### src/plk_pkg.sv
// Package for the lock detector and block-enable register bank.
// Assumes one clock domain at 125 MHz and an APB master with 32-bit data.
package plk_pkg;

  // Register indices; the byte address is four times the index.
  localparam logic [7:0] IDX_LOCK_CFG = 8'h07;
  localparam logic [7:0] IDX_BLK_EN = 8'h08;
  localparam logic [7:0] IDX_IRQ_STAT = 8'h10;
  localparam logic [7:0] IDX_IRQ_MASK = 8'h11;
  localparam logic [7:0] IDX_LOCK_STAT = 8'h12;

  localparam int REG_W = 24;
  localparam logic [23:0] LOCK_CFG_RST = 24'h00014d;
  localparam logic [23:0] BLK_EN_RST = 24'hc1beff;

  // Lock detect configuration fields.
  localparam int LKD_CNT_LSB = 0;
  localparam int LKD_EN_BIT = 3;
  localparam int WIN_TYPE_BIT = 6;
  localparam int WIN_DUR_LSB = 7;
  localparam int TMR_FREQ_LSB = 10;
  localparam int TMR_TEST_BIT = 12;
  localparam int RELOCK_BIT = 13;

  // Block enable fields.
  localparam int BIAS_BIT = 0;
  localparam int PUMP_BIT = 1;
  localparam int PD_BIT = 2;
  localparam int REFBUF_BIT = 3;
  localparam int VCOBUF_BIT = 4;
  localparam int PAD_EN_BIT = 5;
  localparam int DIVCLK_BIT = 7;

  // Interrupt status and mask layout.
  localparam int IRQ_W = 3;
  localparam int IRQ_GAINED = 0;
  localparam int IRQ_LOST = 1;
  localparam int IRQ_RELOCK = 2;
  localparam logic [IRQ_W-1:0] IRQ_MASK_RST = 3'h0;

  // Analog one-shot window, a longest time, so rounded down but kept at one cycle at least.
  localparam int CLK_MHZ = 125;
  localparam int ONESHOT_NS = 10;
  localparam int ONESHOT_RAW = (ONESHOT_NS * CLK_MHZ) / 1000;
  localparam logic [7:0] ONESHOT_CYC = 8'((ONESHOT_RAW < 1) ? 1 : ONESHOT_RAW);

  localparam int CNT_W = 17;

  typedef enum logic [2:0] {
    ST_OFF = 3'b001,
    ST_ACQ = 3'b010,
    ST_LOCKED = 3'b100
  } plk_state_e;

  typedef struct packed {
    logic psel;
    logic penable;
    logic pwrite;
    logic [11:0] paddr;
    logic [31:0] pwdata;
  } plk_apb_req_s;

  typedef struct packed {
    logic vco_buffer_enable;
    logic ref_buffer_enable;
    logic phase_detector_enable;
    logic pump_enable;
    logic bias_enable;
  } plk_analog_en_s;

endpackage

### src/plk_lock_detect.sv
// Lock detector, block-enable register and lock/serial-out pad control.
// Assumes all inputs are synchronous to clk_sys; ref_edge and div_edge are one-cycle edge pulses.
//
// Summary of operation
// - Lock declared after selected count of consecutive in-window divided edges.
// - Enable bit, set at reset, turns internal lock detection on or off.
// - Window type bit picks digital timer (1) or roughly 10 ns one-shot (0).
// - Duration field sets digital window from half to 64 timer cycles.
// - Frequency field sets timer rate, 00 fastest, 11 slowest.
// - Test mode runs timer clock continuously; otherwise one-shot per comparison.
// - Auto-relock makes exactly one reacquire attempt after a lock failure.
// - Pad enable low disables the lock/serial output pin entirely.
// - Pad enable and companion bit high keep the pin always driven.
// - Pad enable high, companion low: release pin on non-matching chip address.
// - Divider clock to logic enable gates divided edges into the detector.
// - Bias, pump, detector and both buffers enabled by bits 0 to 4.
`timescale 1ns/1ps
module plk_lock_detect (
  // Clock and reset
  input wire logic clk_sys,
  input wire logic rst,
  // APB slave
  input wire plk_pkg::plk_apb_req_s apb_req,
  output logic [31:0] prdata,
  output logic pready,
  output logic pslverr,
  // Analog side
  input wire logic ref_edge,
  input wire logic div_edge,
  output plk_pkg::plk_analog_en_s analog_en,
  output logic [23:0] block_enable_word,
  output logic divider_clock_to_logic_enable,
  output logic lock_detected,
  output logic relock_req,
  // Serial port sharing
  input wire logic gpo_keep_on,
  input wire logic spi_active,
  input wire logic spi_addr_match,
  input wire logic sdo_data,
  output logic lock_serial_out_pin_o,
  output logic lock_serial_out_pin_oe,
  // Interrupt
  output logic irq
);
  import plk_pkg::*;

  logic [23:0] lock_detect_config;
  logic [23:0] block_enable_config;
  logic [IRQ_W-1:0] irq_stat;
  logic [IRQ_W-1:0] irq_mask;
  logic [IRQ_W-1:0] events;
  plk_state_e state;
  logic [CNT_W-1:0] hit_cnt;
  logic [CNT_W-1:0] target;
  logic relock_used;
  logic win_open;
  logic [7:0] win_cnt;
  logic [7:0] win_len;
  logic [2:0] presc;
  logic tick;
  logic div_gated;
  logic det_en;
  logic [7:0] idx;
  logic setup_ph;
  logic access_ph;
  logic mapped;

  assign idx = apb_req.paddr[9:2];
  assign setup_ph = apb_req.psel && !apb_req.penable;
  assign access_ph = apb_req.psel && apb_req.penable;
  assign mapped = (apb_req.paddr[1:0] == 2'h0) && (apb_req.paddr[11:10] == 2'h0) &&
                  (idx == IDX_LOCK_CFG || idx == IDX_BLK_EN || idx == IDX_IRQ_STAT ||
                   idx == IDX_IRQ_MASK || idx == IDX_LOCK_STAT);

  // Zero wait states: read data is captured in the setup cycle.
  // Unmapped or misaligned requests read zero and write nothing, so a stray offset cannot alias a register.
  // The status snapshot includes events that are landing now, because the clear that follows would drop them.
  always_ff @(posedge clk_sys) begin
    if (rst) begin
      prdata <= 32'h0;
      pready <= 1'b0;
      pslverr <= 1'b0;
    end else begin
      pready <= setup_ph;
      pslverr <= setup_ph && !mapped;
      if (setup_ph && !apb_req.pwrite && mapped) begin
        case (idx)
          IDX_LOCK_CFG: prdata <= {8'h0, lock_detect_config};
          IDX_BLK_EN: prdata <= {8'h0, block_enable_config};
          IDX_IRQ_STAT: prdata <= {29'h0, irq_stat | events};
          IDX_IRQ_MASK: prdata <= {29'h0, irq_mask};
          IDX_LOCK_STAT: prdata <= {30'h0, relock_used, state == ST_LOCKED};
          default: prdata <= 32'h0;
        endcase
      end else begin
        prdata <= 32'h0;
      end
    end
  end

  always_ff @(posedge clk_sys) begin
    if (rst) begin
      lock_detect_config <= LOCK_CFG_RST;
      block_enable_config <= BLK_EN_RST;
      irq_mask <= IRQ_MASK_RST;
    end else if (access_ph && pready && apb_req.pwrite && mapped) begin
      case (idx)
        IDX_LOCK_CFG: lock_detect_config <= apb_req.pwdata[23:0];
        IDX_BLK_EN: block_enable_config <= apb_req.pwdata[23:0];
        IDX_IRQ_MASK: irq_mask <= apb_req.pwdata[IRQ_W-1:0];
        default: irq_mask <= irq_mask;
      endcase
    end
  end

  // A read clears the status, but an event in the same cycle still lands.
  always_ff @(posedge clk_sys) begin
    if (rst) begin
      irq_stat <= '0;
      irq <= 1'b0;
    end else begin
      if (access_ph && pready && !apb_req.pwrite && mapped && idx == IDX_IRQ_STAT) begin
        irq_stat <= events;
      end else begin
        irq_stat <= irq_stat | events;
      end
      irq <= |(irq_stat & irq_mask);
    end
  end

  assign det_en = lock_detect_config[LKD_EN_BIT];
  assign div_gated = div_edge && block_enable_config[DIVCLK_BIT];

  always_comb begin
    case (lock_detect_config[LKD_CNT_LSB +: 3])
      3'h0: target = 17'd5;
      3'h1: target = 17'd32;
      3'h2: target = 17'd96;
      3'h3: target = 17'd256;
      3'h4: target = 17'd512;
      3'h5: target = 17'd2048;
      3'h6: target = 17'd8192;
      default: target = 17'd65535;
    endcase
  end

  // The window counter counts half timer cycles, so code 0 gives half a cycle.
  assign win_len = lock_detect_config[WIN_TYPE_BIT] ?
                   (8'h1 << lock_detect_config[WIN_DUR_LSB +: 3]) : ONESHOT_CYC;
  assign tick = (presc == 3'((4'h1 << lock_detect_config[TMR_FREQ_LSB +: 2]) - 4'h1));

  // Prescaler restarts at each reference edge unless test mode runs it freely.
  always_ff @(posedge clk_sys) begin
    if (rst) begin
      presc <= 3'h0;
    end else if (lock_detect_config[TMR_TEST_BIT]) begin
      presc <= tick ? 3'h0 : presc + 3'h1;
    end else if (ref_edge || !win_open || tick) begin
      presc <= 3'h0;
    end else begin
      presc <= presc + 3'h1;
    end
  end

  always_ff @(posedge clk_sys) begin
    if (rst) begin
      win_open <= 1'b0;
      win_cnt <= 8'h0;
    end else if (ref_edge && det_en) begin
      win_open <= 1'b1;
      win_cnt <= 8'h0;
    end else if (win_open && (tick || !lock_detect_config[WIN_TYPE_BIT])) begin
      win_cnt <= win_cnt + 8'h1;
      if (win_cnt + 8'h1 >= win_len) begin
        win_open <= 1'b0;
      end
    end
  end

  always_ff @(posedge clk_sys) begin
    if (rst) begin
      state <= ST_OFF;
      hit_cnt <= '0;
      relock_used <= 1'b0;
      relock_req <= 1'b0;
      events <= '0;
    end else begin
      relock_req <= 1'b0;
      events <= '0;
      case (state)
        ST_OFF: begin
          hit_cnt <= '0;
          if (det_en) begin
            state <= ST_ACQ;
          end
        end
        ST_ACQ: begin
          if (!det_en) begin
            state <= ST_OFF;
          end else if (div_gated && !win_open) begin
            hit_cnt <= '0;
          end else if (div_gated) begin
            hit_cnt <= hit_cnt + 17'h1;
            if (hit_cnt + 17'h1 >= target) begin
              state <= ST_LOCKED;
              relock_used <= 1'b0;
              events[IRQ_GAINED] <= 1'b1;
            end
          end
        end
        ST_LOCKED: begin
          if (!det_en) begin
            state <= ST_OFF;
          end else if (div_gated && !win_open) begin
            state <= ST_ACQ;
            hit_cnt <= '0;
            events[IRQ_LOST] <= 1'b1;
            if (lock_detect_config[RELOCK_BIT] && !relock_used) begin
              relock_req <= 1'b1;
              relock_used <= 1'b1;
              events[IRQ_RELOCK] <= 1'b1;
            end
          end
        end
        default: state <= ST_OFF;
      endcase
    end
  end

  always_ff @(posedge clk_sys) begin
    if (rst) begin
      lock_detected <= 1'b0;
    end else begin
      lock_detected <= (state == ST_LOCKED);
    end
  end

  assign analog_en = plk_analog_en_s'(block_enable_config[VCOBUF_BIT:BIAS_BIT]);
  assign block_enable_word = block_enable_config;
  assign divider_clock_to_logic_enable = block_enable_config[DIVCLK_BIT];

  // Pad: serial data while this chip is addressed, otherwise the lock flag.
  always_ff @(posedge clk_sys) begin
    if (rst) begin
      lock_serial_out_pin_o <= 1'b0;
      lock_serial_out_pin_oe <= 1'b0;
    end else begin
      lock_serial_out_pin_o <= (spi_active && spi_addr_match) ? sdo_data : (state == ST_LOCKED);
      if (!block_enable_config[PAD_EN_BIT]) begin
        lock_serial_out_pin_oe <= 1'b0;
      end else if (gpo_keep_on) begin
        lock_serial_out_pin_oe <= 1'b1;
      end else begin
        lock_serial_out_pin_oe <= !(spi_active && !spi_addr_match);
      end
    end
  end

endmodule

### config.mk
export PLATFORM = sky130hd
export DESIGN_NAME = plk_lock_detect
export DESIGN_NICKNAME = d
export VERILOG_FILES = /design/src/plk_pkg.sv /design/src/plk_lock_detect.sv
export SDC_FILE = /design/constraint.sdc
export NUM_CORES = 1
export LEC_CHECK = 0
export BUFFER_PORTS_ARGS = -buffer_cell sky130_fd_sc_hd__buf_2
export CAP_MARGIN = 20
export CORE_AREA = 2 2 102 202
export DETAILED_ROUTE_END_ITERATION = 6
export DIE_AREA = 0 0 104 204
export GPL_TIMING_DRIVEN = 0
export PLACE_DENSITY_LB_ADDON = 0.1
export SLEW_MARGIN = 10
export SYNTH_ARGS = -nofsm -noshare
export SYNTH_HDL_FRONTEND = slang
export SYNTH_SLANG_ARGS = --single-unit
### constraint.sdc
create_clock -name clk_sys -period 8.1 [get_ports clk_sys]
set_clock_uncertainty 0.1 [all_clocks]
set_input_delay 0.81 -clock clk_sys [delete_from_list [all_inputs] [get_ports clk_sys]]
set_output_delay 0.81 -clock clk_sys [all_outputs]
set_load 0.02 [all_outputs]
==> results.md <==
* Critical Path AT at 3.95 ns
* Slowest cell on the critical path: nor3_1
* FMAX at 264 MHz
* H-tree depth at 4
* Largest stage delay on the critical path at 0.63 ns
* Critical path type: reg -> reg
* CTS buffer count at 17
* HPWL Detailed at 14,800 microns
* Max clock buf depth at 2
* CTS Sinks at 120
* I/O Buffers at 106
* Core area at 0.0197 sq mm
* Slew @ Worst Pin at 0.779 ns
* Layout cells sized above 1 at 19.9%
* Final TNS setup at 0 ns
* 1st-iter DRT viols at 207
* Pre-antenna DRT Iters at 5
* Min Tclk post-route at 3.79 ns
* Antenna-violating nets left at 0
* Maximum VDD drop at 0.000108 V
* Area growth from synthesis to layout at 25.7%
* DP Worst Slack at 4.24 ns
* Final Max Slew Viols at 0
* CP Capture Type: register
* Post-synthesis cell count at 706
* Drt wl/cell at 17.4 microns
* Vias at 5,359
* Worst Setup Start Kind: register
* P_leak at 3.05 nW
* Hold Crit Class: reg -> reg
* Gpl congestion at 0.811
* Critical Path Source: hit_cnt[4]$_SDFFE_PP0P_
* Cts repair resizes at 0
* DRC at 0
* Reg clk slew, reported paths at 0.06 ns
* Chip height at 204 microns
* Congestion Overflow GR at 0
* Tot GR Track Use at 18.7%
* Reg-to-reg setup timing slack at 4.31 ns
* Postcts setup bufs at 0
* IO Pins at 124
* Critical Path RT at 8.27 ns
* Hold buffer count at CTS at 0
* RSZ-0062 raised after global routing: no
* Final Setup Violations at 0
* Worst Hold Margin at 0.358 ns
* Status: complete, no violations
* Clk root buf: clkbuf_16
* Post-Synthesis Cell Area at 0.00578 sq mm
* Initial antenna violation count at 0
* Fin worst setup slack at 4.31 ns
* Filler cells at 2,192
* CP Max Fanout at 7
* Rows at 73
* Top_reg_cell synth: dfxtp_1
* Worst slew margin at 48.0%
* Diodes inserted at 0
* Syn avg cell area at 8.19 sq um
* CTS tree: yes
* Final hold violation count at 0
* Largest net degree at the start of global routing at 17
* RR Endpoint: state[2]$_SDFFE_PP0P_
* Reg2reg path depth at 11
* Die Wd at 104 microns
* Net count, final at 920
* Final period util at 46.7%
* Die ar. at 0.0212 sq mm
* Yosys reg bits at 120
* Number of global-route vias before repair at 5,463
* Crit path to: state[2]$_SDFFE_PP0P_
* Pwr Density at 201 mW/mm^2
* Synth unique cells at 57
* Skew-Pair Late Insertion Delay at 0.42 ns
* Seq/Total Area, Yosys at 41.5%
* Maxcap violations at 0
* Syn. warnings at 0
* Reg2reg start: hit_cnt[4]$_SDFFE_PP0P_
* Global-route wire length before repair at 30,000 microns
* Starting Density at 29.3%
* Total Routed Length at 19,300 microns
* Worst-path cell chain: nand4_1, nor3_1, and3_1, xor2_1, ha_1, nand2_1, a21oi_1, a2111oi_0, o211ai_1, a211oi_1, o32ai_1
* Async S/R FF share, synth at 0%
* Number of synthesized flops with an enable pin at 0
* Vias per inst at 4.81
## per-layer routing
layer / share of wire (%) / wire length (microns) / vias up / global-route usage (%)
met5: 0 / 0 / - / 0
met4: 1.2 / 231 / 0 / 7.34
met3: 2.0 / 393 / 16 / 3.09
met2: 60 / 11600 / 92 / 38.9
met1: 37 / 7150 / 2550 / 17.7
li1: - / - / 2701 / -
## metrics by stage
step / instance area, sq um / power [mW] / instances / utilization (%)
final: 7270 / 1.46 / 1113 / 36.8
after global placement: 6670 / 0.703 / 1081 / 33.8
after global routing: 7270 / 1.51 / 1113 / 36.8
after floorplan: 5810 / 0.660 / 713 / -
after detailed placement: 6670 / 0.702 / 1081 / 33.8
after CTS: 7270 / 1.48 / 1113 / 36.8
## where the power goes
group	switching [mW]	internal (mW)	leakage [nW]
sequential	0.00403	0.595	0.969
combinational	0.0596	0.0295	1.79
clock	0.284	0.486	0.285
total	0.348	1.11	3.05
## worst min path at each step
stage                                        start                                   to  slack, ns  cells after the start
4_1_cts        lock_detect_config[18]$_SDFFE_PP0P_  lock_detect_config[18]$_SDFFE_PP0P_       0.36                      2
3_5_place_dp   lock_detect_config[18]$_SDFFE_PP0P_  lock_detect_config[18]$_SDFFE_PP0P_       0.35                      2
6_report       lock_detect_config[18]$_SDFFE_PP0P_  lock_detect_config[18]$_SDFFE_PP0P_       0.36                      2
3_3_place_gp    lock_detect_config[4]$_SDFFE_PP0P_   lock_detect_config[4]$_SDFFE_PP0P_       0.35                      2
2_1_floorplan                  presc[0]$_SDFF_PP0_                  presc[0]$_SDFF_PP0_       0.33                      1
5_1_grt        lock_detect_config[21]$_SDFFE_PP0P_  lock_detect_config[21]$_SDFFE_PP0P_       0.38                      2
## layout by cell type (no fill, tap or decap), types with 22 or more instances in the layout
cell type,netlist,routed
ha_1,27,27
nor2_1,76,76
dfxtp_1,120,120
nand2_1,130,130
o21ai_0,24,24
buf_2,6,112
clkbuf_1,23,24
xor2_1,22,22
nand3b_1,30,30
a21oi_1,58,58
a22oi_1,23,23
## sequential cells by signal (all words and copies together) (netlist names)
name and count:
relock_used 1, block_enable_word 24, lock_detect_config 24, irq 1, lock_serial_out_pin_o 1, lock_serial_out_pin_oe 1
lock_detected 1, state 3, presc 3, irq_mask 3, win_cnt 8, win_open 1
hit_cnt 17, irq_stat 3, events 3, pready 1, prdata 24, pslverr 1
## Yosys cell counts (3+ instances only)
cell / n / area share (%)
a211oi_1: 3 / 0.39
a21oi_1: 58 / 5.0
a222oi_1: 3 / 0.52
a22oi_1: 23 / 3.0
a31oi_1: 4 / 0.43
and3_1: 15 / 1.6
buf_2: 6 / 0.52
buf_4: 19 / 2.5
clkbuf_1: 23 / 1.5
dfxtp_1: 120 / 42
ha_1: 27 / 5.8
inv_1: 11 / 0.71
mux2i_1: 3 / 0.52
nand2_1: 130 / 8.4
nand2b_1: 8 / 0.87
nand3_1: 18 / 1.6
nand3b_1: 30 / 3.9
nand4_1: 5 / 0.54
nor2_1: 76 / 4.9
nor2b_1: 4 / 0.43
nor3_1: 12 / 1.0
nor3b_1: 7 / 0.91
o21a_1: 3 / 0.39
o21ai_0: 24 / 2.1
or3_1: 4 / 0.43
xnor2_1: 10 / 1.5
xor2_1: 22 / 3.3
## critical path, delay by kind of cell, from the launching register on
kind                       cells  cell delay [ns]
and+or+nand+nor                4             1.25
adders and majority gates      1             0.26
AOI/OAI and AO/OA              5             1.37
DFF                            1             0.48
xor gates and xnor gates       1             0.17
## logic make-up (layout without fill, tap and decap cells)
family	count (synthesis)	count (layout)	synth area share (%)
xor+xnor	32	32	4.85
buf+inv	60	198	5.39
mux	3	3	0.519
other cells	1	8	0.0649
flops	120	120	41.5
fa+ha+maj	27	27	5.84
compound gates	137	137	14.5
simple gates	326	326	27.2
## area by class of cell
class	instances	area, sq um	share of cell area, %
multi-input combinational	533	3090	42.6
sequential	120	2400	33.1
timing repair buffer	106	531	7.30
clock buffer	22	484	6.66
tap	262	328	4.51
buffer	49	270	3.72
clock inverter	10	118	1.62
inverter	11	41.3	0.568
(Power assumes the default switching activity.)
